<file path="src/hw/lbq_map.svh">
// Constants for the local bus cycle qualifier block
`ifndef LBQ_MAP_SVH
`define LBQ_MAP_SVH
`define LBQ_SIZE_W 2
`define LBQ_TC_W 4
`define LBQ_SIZE_4B 2'h0
`define LBQ_SIZE_1B 2'h1
`define LBQ_SIZE_2B 2'h2
`define LBQ_SIZE_LINE 2'h3
`define LBQ_DIR_READ 1'h1
`define LBQ_DIR_WRITE 1'h0
`define LBQ_LANES_W 4
`define LBQ_ADDR_W 2
`define LBQ_ADDR_ZERO 2'h0
`define LBQ_SYNC_DEPTH 2
`define LBQ_LANES_NONE 4'h0
`define LBQ_LANE_ONE 4'h1
`define LBQ_LANES_LO_HALF 4'h3
`define LBQ_LANES_HI_HALF 4'hC
`define LBQ_LANES_ALL 4'hF
`endif

</file>
<file path="src/hw/lbq_pkg.sv">
// Types for the local bus cycle qualifier block
`include "lbq_map.svh"
package lbq_pkg;
	typedef struct packed {
		logic dir;
		logic [`LBQ_SIZE_W-1:0] size;
		logic [`LBQ_TC_W-1:0] tc;
	} lbq_qual_s;
	typedef enum logic [1:0] {
		LBQ_IDLE = 2'h0,
		LBQ_MASTER = 2'h1,
		LBQ_SLAVE = 2'h3
	} lbq_role_e;
endpackage : lbq_pkg

</file>
<file path="src/hw/lbq_cycle_qual.sv">
// Direction, size and transaction code pins of the local bus port
`timescale 1ns/100ps
`default_nettype none
`include "lbq_map.svh"
module lbq_cycle_qual #(
	// Lane count; the lane decode serves a 32-bit port only
	parameter int LANES_W = `LBQ_LANES_W,
	// Sync depth of the pin inputs; the logic is built for two
	parameter int SYNC_DEPTH = `LBQ_SYNC_DEPTH
) (
	// Clock, reset, enable
	input wire logic ref_clk_i,
	input wire logic resetn_i,
	input wire logic clk_en_i,
	// Master side request from the bridge core
	input wire logic mst_own_i,
	input wire logic mst_load_i,
	input wire lbq_pkg::lbq_qual_s mst_qual_i,
	input wire logic [1:0] mst_addr_lo_i,
	// Pins: direction, size, transaction code, start strobe
	input wire logic dir_i,
	output logic dir_o,
	output logic dir_oe_o,
	input wire logic [`LBQ_SIZE_W-1:0] transfer_size_code_i,
	output logic [`LBQ_SIZE_W-1:0] transfer_size_code_o,
	output logic transfer_size_code_oe_o,
	input wire logic [`LBQ_TC_W-1:0] transaction_code_bus_i,
	output logic [`LBQ_TC_W-1:0] transaction_code_bus_o,
	output logic transaction_code_bus_oe_o,
	input wire logic transfer_start_strobe_n_i,
	// Slave side results and master lanes
	output lbq_pkg::lbq_qual_s slv_qual_o,
	output logic slv_valid_o,
	output logic slv_burst_o,
	output logic [`LBQ_LANES_W-1:0] slv_lanes_o,
	output logic [`LBQ_LANES_W-1:0] mst_lanes_o
);
	import lbq_pkg::*;

	// Refuse settings the fixed logic cannot serve
	if (LANES_W != `LBQ_LANES_W) begin : g_lanes_chk
		$error("lane count other than four is not supported");
	end
	if (SYNC_DEPTH != `LBQ_SYNC_DEPTH) begin : g_sync_chk
		$error("pin synchroniser depth other than two is not supported");
	end

	// Byte lanes for a 32-bit port, lane 0 at the lowest address
	function automatic logic [`LBQ_LANES_W-1:0] lanes_f(
		input logic [`LBQ_SIZE_W-1:0] sz,
		input logic [`LBQ_ADDR_W-1:0] a
	);
		logic [`LBQ_LANES_W-1:0] l;
		l = `LBQ_LANES_NONE;
		case (sz)
			`LBQ_SIZE_1B: begin
				l = `LBQ_LANE_ONE << a;
			end
			`LBQ_SIZE_2B: begin
				l = a[1] ? `LBQ_LANES_HI_HALF : `LBQ_LANES_LO_HALF;
			end
			`LBQ_SIZE_4B: begin
				l = `LBQ_LANES_ALL;
			end
			default: begin
				// A line moves whole words, so every lane is on
				l = `LBQ_LANES_ALL;
			end
		endcase
		return l;
	endfunction : lanes_f

	// Pin synchronisers, two flops each
	lbq_qual_s pin_now;
	lbq_qual_s pin_s1_r;
	lbq_qual_s pin_s2_r;
	logic strobe_s1_r;
	logic strobe_s2_r;
	logic start_d_r;
	// Master side state
	lbq_role_e role_r;
	lbq_role_e role_nxt;
	logic own_r;
	lbq_qual_s mst_r;
	logic [`LBQ_LANES_W-1:0] mst_lanes_r;
	// Slave side state
	lbq_qual_s slv_r;
	logic valid_r;
	logic burst_r;
	logic [`LBQ_LANES_W-1:0] slv_lanes_r;

	// Named decodes
	wire strobe_now = ~transfer_start_strobe_n_i;
	wire is_slave = (role_r == LBQ_SLAVE);
	// Only the leading edge counts, so a strobe held low is taken once
	wire slv_take = strobe_s2_r & ~start_d_r & is_slave;
	wire slv_line = (pin_s2_r.size == `LBQ_SIZE_LINE);
	wire mst_line = (mst_qual_i.size == `LBQ_SIZE_LINE);
	// Reserved as master; fall back to four bytes rather than drive it
	wire [`LBQ_SIZE_W-1:0] mst_size = mst_line ? `LBQ_SIZE_4B : mst_qual_i.size;
	wire [`LBQ_LANES_W-1:0] mst_lanes_nxt = lanes_f(mst_size, mst_addr_lo_i);
	// The slave never sees the low address here, so lanes assume zero
	wire [`LBQ_LANES_W-1:0] slv_lanes_nxt = lanes_f(pin_s2_r.size, `LBQ_ADDR_ZERO);

	assign pin_now.dir = dir_i;
	assign pin_now.size = transfer_size_code_i;
	assign pin_now.tc = transaction_code_bus_i;

	// Role also keeps the first cycle after reset from taking a strobe
	always_comb begin
		role_nxt = role_r;
		case (role_r)
			LBQ_IDLE: begin
				role_nxt = mst_own_i ? LBQ_MASTER : LBQ_SLAVE;
			end
			LBQ_MASTER: begin
				role_nxt = mst_own_i ? LBQ_MASTER : LBQ_SLAVE;
			end
			LBQ_SLAVE: begin
				role_nxt = mst_own_i ? LBQ_MASTER : LBQ_SLAVE;
			end
			default: begin
				role_nxt = LBQ_IDLE;
			end
		endcase
	end

	// Data pins
	always_ff @(posedge ref_clk_i) begin
		if (!resetn_i) begin
			pin_s1_r <= '0;
			pin_s2_r <= '0;
		end else if (clk_en_i) begin
			pin_s1_r <= pin_now;
			pin_s2_r <= pin_s1_r;
		end
	end

	// Strobe and its delay; zero matches the idle high pin, so no false edge
	always_ff @(posedge ref_clk_i) begin
		if (!resetn_i) begin
			strobe_s1_r <= 1'b0;
			strobe_s2_r <= 1'b0;
			start_d_r <= 1'b0;
		end else if (clk_en_i) begin
			strobe_s1_r <= strobe_now;
			strobe_s2_r <= strobe_s1_r;
			start_d_r <= strobe_s2_r;
		end
	end

	// Role and output enables
	always_ff @(posedge ref_clk_i) begin
		if (!resetn_i) begin
			role_r <= LBQ_IDLE;
			own_r <= 1'b0;
		end else if (clk_en_i) begin
			role_r <= role_nxt;
			own_r <= mst_own_i;
		end
	end

	// Master qualifiers load with the address and hold until the next load
	always_ff @(posedge ref_clk_i) begin
		if (!resetn_i) begin
			mst_r <= '0;
		end else if (clk_en_i && mst_load_i) begin
			mst_r.dir <= mst_qual_i.dir;
			mst_r.size <= mst_size;
			mst_r.tc <= mst_qual_i.tc;
		end
	end

	// Master lanes follow the same load
	always_ff @(posedge ref_clk_i) begin
		if (!resetn_i) begin
			mst_lanes_r <= `LBQ_LANES_NONE;
		end else if (clk_en_i && mst_load_i) begin
			mst_lanes_r <= mst_lanes_nxt;
		end
	end

	// Slave valid pulse
	always_ff @(posedge ref_clk_i) begin
		if (!resetn_i) begin
			valid_r <= 1'b0;
		end else if (clk_en_i) begin
			valid_r <= slv_take;
		end
	end

	// Slave qualifiers stand until the next strobe
	always_ff @(posedge ref_clk_i) begin
		if (!resetn_i) begin
			slv_r <= '0;
			burst_r <= 1'b0;
		end else if (clk_en_i && slv_take) begin
			slv_r <= pin_s2_r;
			burst_r <= slv_line;
		end
	end

	// Slave lanes follow the same strobe
	always_ff @(posedge ref_clk_i) begin
		if (!resetn_i) begin
			slv_lanes_r <= `LBQ_LANES_NONE;
		end else if (clk_en_i && slv_take) begin
			slv_lanes_r <= slv_lanes_nxt;
		end
	end

	// Pins: values and enables straight from flops
	assign dir_o = mst_r.dir;
	assign dir_oe_o = own_r;
	assign transfer_size_code_o = mst_r.size;
	assign transfer_size_code_oe_o = own_r;
	assign transaction_code_bus_o = mst_r.tc;
	assign transaction_code_bus_oe_o = own_r;

	// Slave results and master lanes
	assign slv_qual_o = slv_r;
	assign slv_valid_o = valid_r;
	assign slv_burst_o = burst_r;
	assign slv_lanes_o = slv_lanes_r;
	assign mst_lanes_o = mst_lanes_r;
endmodule : lbq_cycle_qual
`default_nettype wire

</file>
<file path="config.mk">
export PLATFORM = sky130hd
export DESIGN_NAME = lbq_cycle_qual
export DESIGN_NICKNAME = d
export VERILOG_FILES = /design/src/hw/lbq_pkg.sv /design/src/hw/lbq_cycle_qual.sv
export VERILOG_INCLUDE_DIRS = /design/src /design/src/hw
export SDC_FILE = /design/constraint.sdc
export NUM_CORES = 1
export LEC_CHECK = 0
export ABC_AREA = 1
export BUFFER_PORTS_ARGS = -buffer_cell sky130_fd_sc_hd__buf_2
export CORE_MARGIN = 2
export CORE_UTILIZATION = 42
export DETAILED_ROUTE_END_ITERATION = 8
export HOLD_SLACK_MARGIN = 0.03
export PLACE_DENSITY = 0.67
export SLEW_MARGIN = 25
export SYNTH_ARGS = -nofsm -noshare
export SYNTH_HDL_FRONTEND = slang
export SYNTH_SLANG_ARGS = --single-unit
</file>
<file path="constraint.sdc">
create_clock -name ref_clk_i -period 3.4 [get_ports ref_clk_i]
set_clock_uncertainty 0.1 [all_clocks]
set_input_delay 0.68 -clock ref_clk_i [delete_from_list [all_inputs] [get_ports ref_clk_i]]
set_output_delay 0.68 -clock ref_clk_i [all_outputs]
set_load 0.05 [all_outputs]
</file>
==> results of run 1 <==
[state kept, by name, indices dropped and copies added, names as in the netlist]
register                flops
transfer_size_code_o        2
slv_lanes_o                 3
mst_lanes_o                 4
dir_o                       1
pin_s2_r                    7
slv_valid_o                 1
dir_oe_o                    1
role_r                      2
strobe_s1_r                 1
transaction_code_bus_o      4
slv_qual_o                  7
start_d_r                   1
slv_burst_o                 1
strobe_s2_r                 1
pin_s1_r                    7
[path summary, 6_finish.rpt]
path | start | endpoint | slack (ns) | cells after the start
max | dir_oe_o$_SDFFE_PN0P_ | transaction_code_bus_oe_o | 1.69 | 1
max reg2reg | role_r[1]$_SDFFE_PN0P_ | slv_lanes_o[1]$_SDFFE_PN0P_ | 2.05 | 5
min | slv_lanes_o[0]$_SDFFE_PN0P_ | slv_lanes_o[0]$_SDFFE_PN0P_ | 0.35 | 2
min reg2reg | slv_lanes_o[0]$_SDFFE_PN0P_ | slv_lanes_o[0]$_SDFFE_PN0P_ | 0.35 | 2
[power groups by stage]
stage	Sequential, mW	Clock, mW	Combinational (mW)
2_1_floorplan	0.586	0	0.0732
3_3_place_gp	0.551	0	0.137
3_5_place_dp	0.552	0	0.139
4_1_cts	0.540	0.360	0.139
5_1_grt	0.543	0.378	0.154
6_report	0.540	0.346	0.137
[through the flow]
stage / cells / worst slack [ns] / utilization (%) / power [mW] / hold WS [ns]
after floorplan: 229 / 1.69 / - / 0.659 / 0.334
after global placement: 312 / 1.47 / 48.6 / 0.688 / 0.339
after detailed placement: 312 / 1.47 / 48.6 / 0.690 / 0.341
after CTS: 320 / 1.67 / 51.1 / 1.04 / 0.353
after global routing: 320 / 1.64 / 51.1 / 1.07 / 0.377
final: 320 / 1.69 / 51.1 / 1.02 / 0.348
[cells by family (layout without fill, tap and decap cells)]
| kind of cell | count (synthesis) | in the layout | synth area share (%) |
|---|---|---|---|
| and+or+nand+nor | 96 | 96 | 22.9 |
| AOI/OAI and AO/OA | 47 | 47 | 13.5 |
| DFF | 43 | 43 | 49.5 |
| buffers and inverters | 38 | 79 | 10.6 |
| adders and majority gates | 5 | 5 | 3.59 |
[layout by cell type (no fill, tap or decap)]
cell,netlist,final
nor2_1,51,51
buf_2,6,48
dfxtp_1,43,43
a21oi_1,23,23
nand2_1,23,23
inv_1,21,21
o21ai_0,19,19
nand3_1,18,18
clkbuf_8,0,7
o21ai_1,5,5
ha_1,5,5
nand2_2,3,3
inv_2,2,2
nor2_4,1,1
clkbuf_1,1,1
[final cells by class]
type / count / area [um2] / area share (%)
Multi-Input combinational cell: 148 / 696 / 34.0
Clock buffer: 8 / 100 / 4.89
Timing Repair Buffer: 48 / 240 / 11.7
Tap cell: 50 / 62.6 / 3.06
Sequential cell: 43 / 861 / 42.1
Inverter: 23 / 86.3 / 4.22
[metal layers]
layer / wire length, um / vias up / global-route usage [%]
met5: 0 / - / 0
met4: 55 / 0 / 7.50
met3: 223 / 6 / 6.25
met2: 1400 / 38 / 27.2
met1: 1500 / 652 / 17.5
li1: - / 803 / -
==> flow_summary.yaml, run 1 <==
logic_synthesis:
  syn_inst: 229
  netlist.top_cell.by_area: "dfxtp_1"
  async_flop_share_pct: 0
  postSynthAreaPerCell_um2: 7.60
  synthesis.yosys.warnings: 0
  synth.top_cells.by_count: "51 x nor2_1, 43 x dfxtp_1, 23 x a21oi_1, 23 x nand2_1, 21 x inv_1"
  ys.flop_type: "dfxtp_1"
  synth_nets: 256
  yosysMostFrequentCell: "nor2_1"
  synth_top_area_share_pct: 49.5
  syn_area_um2: 1740
  synth_cell_types: 17
  synth-seq-cells: 43
  synth.yosys.seq_area_share_pct: 49.5
  synth-edff-count: 0
  ys_top_cells_by_area: "dfxtp_1 49%, nor2_1 11%, a21oi_1 6.6%"
grt:
  grt_usage_pct: 16.0
  grt_max_degree: 37
  grt_overflow: 0
  antenna_found_initial: 0
  grt_pass1_wl_um: 5590
  grt_pass1_vias: 1364
pwr:
  switchingPower_mw: 0.270
  pwr-share-clk_pct: 33.8
  leakage_nw: 0.998
  combPwrFrac_pct: 13.4
  swShare_pct: 26.4
  pwr-share-seq_pct: 52.8
  powerDensity_nw_per_um2: 500
  ir_drop_mv: 0.230
  p_int_mw: 0.753
route:
  vias: 1499
  dr.pass1.iters: 4
  ant_nets: 0
  drc: 0
  totalWireLength_um: 3180
  wl_per_cell_um: 9.94
  vias_per_cell: 4.68
  drtIter0Drc: 58
timing:
  drv_slew: 0
  slew_headroom_pct: 58.6
  hold_viol_final: 0
  fmax_mhz: 586
  worst_slew_pin_slew_ns: 0.620
  fin_tns_setup_ns: 0
  period_needed_ns: 1.71
  rsz0062_at_grt: "false"
  setup_viol: 0
  period_share_pct: 50.2
layout:
  drive_above_1_share_pct: 22.6
  stdcell_area_um2: 2050
  layout.nets: 296
  area_growth_pct: 17.5
  fillers: 419
  diodes: 0
critical_path:
  start_kind: "flop"
  crit_fanout: 4
  cpMaxStageDelayCell: "dfxtp_1"
  crit_buf_inv: 1
  end_kind: "output pin"
  critPathRequiredTime_ns: 2.62
  cp.arrival_ns: 0.93
  cpPeakStageDelay_ns: 0.36
  crit_type: "flop to output pin"
  path_cells: "buf_2"
  cp_top_family: "flip-flops"
clocking:
  clock_path_buffers: 2
  h-tree-depth: 2
  clock-sinks: 43
  path_clk_slew_ns: 0.07
  numCtsBuffers: 5
  post_cts_resized: 0
  clock_latency_ns: 0.29
  cts_root_buf: "clkbuf_8"
  tritoncts: "built"
  hold_buffers: 0
  cts_setup_buffers: 0
floorplan:
  ioPinCount: 49
  core_um2: 4000
  die_height_um: 68.4
  die_w_um: 68.4
  start_util_pct: 43.5
  die_area_um2: 4670
  core.rowCount: 23
hold_path:
  hp-class: "flop to flop"
placed_design:
  dpl_cell_area_um2: 1950
  place_hpwl_um: 2170
  place.gp.congestion: 0.715
  port_buffers: 48
run_status:
  status: "complete, no violations"
flow_run:
  drv_cap: 0
(Power assumes the default switching activity.)
==> run 2: changes to the inputs <==
--- a/config.mk
+++ b/config.mk
@@ -12,7 +12,7 @@
 export CORE_UTILIZATION = 42
 export DETAILED_ROUTE_END_ITERATION = 8
 export HOLD_SLACK_MARGIN = 0.03
-export PLACE_DENSITY = 0.67
+export PLACE_DENSITY = 0.69
 export SLEW_MARGIN = 25
 export SYNTH_ARGS = -nofsm -noshare
 export SYNTH_HDL_FRONTEND = slang
==> constraint.sdc (replaced) <==
create_clock -name ref_clk_i -period 1.4 [get_ports ref_clk_i]
set_clock_uncertainty 0.1 [all_clocks]
set_input_delay 0.28 -clock ref_clk_i [delete_from_list [all_inputs] [get_ports ref_clk_i]]
set_output_delay 0.28 -clock ref_clk_i [all_outputs]
set_load 0.05 [all_outputs]
==> flow_summary.yaml, run 2 (synthesis results as in run 1) <==
floorplan:
  die_height_um: 68.4
  start_util_pct: 43.5
  core_um2: 4000
  ioPinCount: 49
  die_w_um: 68.4
  core.rowCount: 23
  die_area_um2: 4670
pwr:
  p_total_mw: 2.59
  leakage_nw: 1.04
  ir_drop_mv: 0.801
  powerDensity_nw_per_um2: 1210
layout:
  diodes: 0
  layout.nets: 303
  area_growth_pct: 22.9
  final_common_cell: "nor2_1"
  stdcell_area_um2: 2140
  layoutNonFillerInstCount: 326
  fillers: 407
  drive_above_1_share_pct: 24.3
  final_cell_mix: "51 x nor2_1, 48 x buf_2, 43 x dfxtp_1"
grt:
  antenna_found_initial: 0
  grt_pass1_wl_um: 5620
  grt_overflow: 0
  grt_pass1_vias: 1296
  grt_max_degree: 22
  grt_usage_pct: 16.5
critical_path:
  cpMaxStageDelayCell: "dfxtp_1"
  crit_type: "flop to output pin"
  end_kind: "output pin"
  crit_fanout: 4
  cpPeakStageDelay_ns: 0.36
  crit_buf_inv: 1
  start_kind: "flop"
  cp.arrival_ns: 0.93
  path_cells: "buf_2"
  cp_top_family: "flip-flops"
  critPathRequiredTime_ns: 1.02
placed_design:
  placed_cells: 319
  place.gp.congestion: 0.749
  place_hpwl_um: 2450
  dpl_cell_area_um2: 2040
  port_buffers: 48
route:
  drc: 0
  wl_per_cell_um: 10.4
  dr.pass1.iters: 4
  vias: 1496
  ant_nets: 0
  totalWireLength_um: 3410
  drtIter0Drc: 72
  vias_per_cell: 4.59
flow_run:
  drv_cap: 0
clocking:
  post_cts_resized: 0
  numCtsBuffers: 5
  h-tree-depth: 2
  cts_root_buf: "clkbuf_8"
  clock_latency_ns: 0.29
  path_clk_slew_ns: 0.07
  cts_setup_buffers: 0
  clock-sinks: 43
  clock_path_buffers: 2
  tritoncts: "built"
  hold_buffers: 0
timing:
  fin_tns_setup_ns: 0
  drv_slew: 0
  worst_slew_pin_slew_ns: 0.257
  hold_viol_final: 0
  period_share_pct: 93.3
  rsz0062_at_grt: "false"
  period_needed_ns: 1.31
  slew_headroom_pct: 82.8
  fmax_mhz: 765
  setup_viol: 0
hold_path:
  hp-class: "input pin to flop"
run_status:
  status: "complete, no violations"
run 2: metrics by stage:
| step | hold WS (ns) | setup WS, ns | util (%) |
|---|---|---|---|
| after floorplan | 0.273 | 0.0855 | - |
| after CTS | 0.0603 | 0.0790 | 53.5 |
| after global routing | 0.0770 | 0.0277 | 53.5 |
| after detailed placement | 0.343 | 0.0261 | 50.9 |
| after global placement | 0.342 | 0.0564 | 50.9 |
| final | 0.0643 | 0.0934 | 53.5 |
run 2: cell type report:
cell class | count | area (um2) | area share (%)
clock buffer | 6 | 72.6 | 3.39
tap | 50 | 62.6 | 2.93
sequential | 43 | 861 | 40.3
timing repair buffer | 55 | 330 | 15.4
clock inverter | 1 | 30.0 | 1.40
multi-input combinational | 148 | 696 | 32.5
inverter | 23 | 86.3 | 4.04
run 2: final timing paths:
kind                                               endpoint                         from  depth (start not counted)  slack [ns]
worst max-delay path              transaction_code_bus_oe_o        dir_oe_o$_SDFFE_PN0P_                          1        0.09
worst min-delay path               strobe_s1_r$_SDFFE_PN0P_    transfer_start_strobe_n_i                          2        0.06
worst max register to register  slv_lanes_o[2]$_SDFFE_PN0P_     pin_s2_r[5]$_SDFFE_PN0P_                          6        0.30
worst min register to register  slv_lanes_o[0]$_SDFFE_PN0P_  slv_lanes_o[0]$_SDFFE_PN0P_                          2        0.35
run 2: routing by layer:
layer | wire length [um] | global-route usage (%) | vias to the layer above
met1 | 1530 | 18.7 | 635
li1 | - | - | 812
met2 | 1570 | 27.4 | 44
met4 | 48 | 6.00 | 0
met5 | 0 | 0 | -
met3 | 252 | 7.07 | 5
run 2: power breakdown:
part           internal, mW  total, mW  switching [mW]  leakage [nW]
Sequential             1.28       1.31          0.0292         0.353
Clock                 0.523      0.920           0.398        0.0513
Combinational         0.116      0.361           0.245         0.639
Total                  1.92       2.59           0.672          1.04
==> run 3: changes to the inputs <==
--- a/config.mk
+++ b/config.mk
@@ -12,7 +12,7 @@
 export CORE_UTILIZATION = 42
 export DETAILED_ROUTE_END_ITERATION = 8
 export HOLD_SLACK_MARGIN = 0.03
-export PLACE_DENSITY = 0.69
+export PLACE_DENSITY = 0.67
 export SLEW_MARGIN = 25
 export SYNTH_ARGS = -nofsm -noshare
 export SYNTH_HDL_FRONTEND = slang
==> constraint.sdc (replaced) <==
create_clock -name ref_clk_i -period 1.65 [get_ports ref_clk_i]
set_clock_uncertainty 0.1 [all_clocks]
set_input_delay 0.33 -clock ref_clk_i [delete_from_list [all_inputs] [get_ports ref_clk_i]]
set_output_delay 0.33 -clock ref_clk_i [all_outputs]
set_load 0.05 [all_outputs]
==> flow_summary.yaml, run 3 (synthesis results as in run 1) <==
clocking:
  tritoncts: "built"
  clock_latency_ns: 0.29
  numCtsBuffers: 5
  path_clk_slew_ns: 0.08
  cts_root_buf: "clkbuf_8"
  h-tree-depth: 2
  cts_setup_buffers: 0
  post_cts_resized: 0
  hold_buffers: 0
  clock_path_buffers: 2
  clock-sinks: 43
pwr:
  combPwrFrac_pct: 13.7
  p_int_mw: 1.56
  p_total_mw: 2.13
  powerDensity_nw_per_um2: 1020
  ir_drop_mv: 0.502
  pwr-share-seq_pct: 52.2
  leakage_nw: 1.02
  pwr-share-clk_pct: 34.1
  switchingPower_mw: 0.574
  swShare_pct: 26.9
floorplan:
  ioPinCount: 49
  die_w_um: 68.4
  start_util_pct: 43.5
  die_height_um: 68.4
  die_area_um2: 4670
  core.rowCount: 23
  core_um2: 4000
timing:
  period_needed_ns: 1.36
  hold_viol_final: 0
  fmax_mhz: 736
  rsz0062_at_grt: "false"
  drv_slew: 0
  setup_viol: 0
  fin_tns_setup_ns: 0
  period_share_pct: 82.3
  slew_headroom_pct: 74.4
  worst_slew_pin_slew_ns: 0.384
  holdWs_ns: 0.105
critical_path:
  crit_buf_inv: 1
  path_cells: "buf_2"
  cp_top_family: "flip-flops"
  cp.arrival_ns: 0.93
  crit_fanout: 4
  cpMaxStageDelayCell: "dfxtp_1"
  crit_type: "flop to output pin"
  cpPeakStageDelay_ns: 0.36
  end_kind: "output pin"
  start_kind: "flop"
  critPathRequiredTime_ns: 1.22
grt:
  antenna_found_initial: 0
  grt_usage_pct: 15.9
  grt_pass1_wl_um: 5520
  grt_overflow: 0
  grt_max_degree: 28
  grt_pass1_vias: 1340
layout:
  fillers: 409
  layout.nets: 300
  area_growth_pct: 20.2
  diodes: 0
  final_cell_mix: "51 x nor2_1, 48 x buf_2, 43 x dfxtp_1"
  drive_above_1_share_pct: 24.1
  seq_area_um2: 861
  final_common_cell: "nor2_1"
  multi_input_area_um2: 696
route:
  drc: 0
  vias: 1496
  vias_per_cell: 4.62
  wl_per_cell_um: 9.88
  ant_nets: 0
  dr.pass1.iters: 4
  totalWireLength_um: 3200
  drtIter0Drc: 24
run_status:
  status: "complete, no violations"
hold_path:
  hp-class: "input pin to flop"
placed_design:
  port_buffers: 48
  place_hpwl_um: 2320
  place.gp.congestion: 0.692
flow_run:
  drv_cap: 0
[run 3: area by class of cell]
class / instances / share of cell area [%]
sequential: 43 / 41.1
inverter: 23 / 4.13
multi-input combinational: 148 / 33.3
tap: 50 / 2.99
timing repair buffer: 52 / 13.5
clock buffer: 7 / 4.61
clock inverter: 1 / 0.359
[run 3: power groups by stage]
stage | clock (mW) | combinational (mW) | sequential, mW
finish | 0.727 | 0.293 | 1.11
global placement | 0 | 0.290 | 1.14
detailed placement | 0 | 0.296 | 1.14
global route | 0.797 | 0.329 | 1.12
CTS | 0.753 | 0.298 | 1.11
floorplan | 0 | 0.151 | 1.21
[run 3: path summary, 6_finish.rpt]
path              cells after the start                          end  slack [ns]                         from
setup / recovery                      1    transaction_code_bus_oe_o        0.29        dir_oe_o$_SDFFE_PN0P_
hold / removal                        2     strobe_s1_r$_SDFFE_PN0P_        0.10    transfer_start_strobe_n_i
setup reg to reg                      6  slv_lanes_o[2]$_SDFFE_PN0P_        0.56     pin_s2_r[5]$_SDFFE_PN0P_
hold reg to reg                       2  slv_lanes_o[0]$_SDFFE_PN0P_        0.35  slv_lanes_o[0]$_SDFFE_PN0P_
[run 3: stage by stage]
stage	utilization [%]	std cells	cell area, um2	setup slack [ns]
4_1_cts	52.3	324	2090	0.269
2_1_floorplan	-	229	1740	0.285
3_3_place_gp	49.7	316	1990	0.241
3_5_place_dp	49.7	316	1990	0.218
5_1_grt	52.3	324	2090	0.237
6_report	52.3	324	2090	0.291
[run 3: metal layers]
layer | vias to the layer above | track usage [%] | share of wire, %
li1 | 808 | - | -
met1 | 641 | 17.8 | 47
met2 | 42 | 26.6 | 44
met3 | 5 | 6.25 | 7.2
met4 | 0 | 6.75 | 1.9
met5 | - | 0 | 0
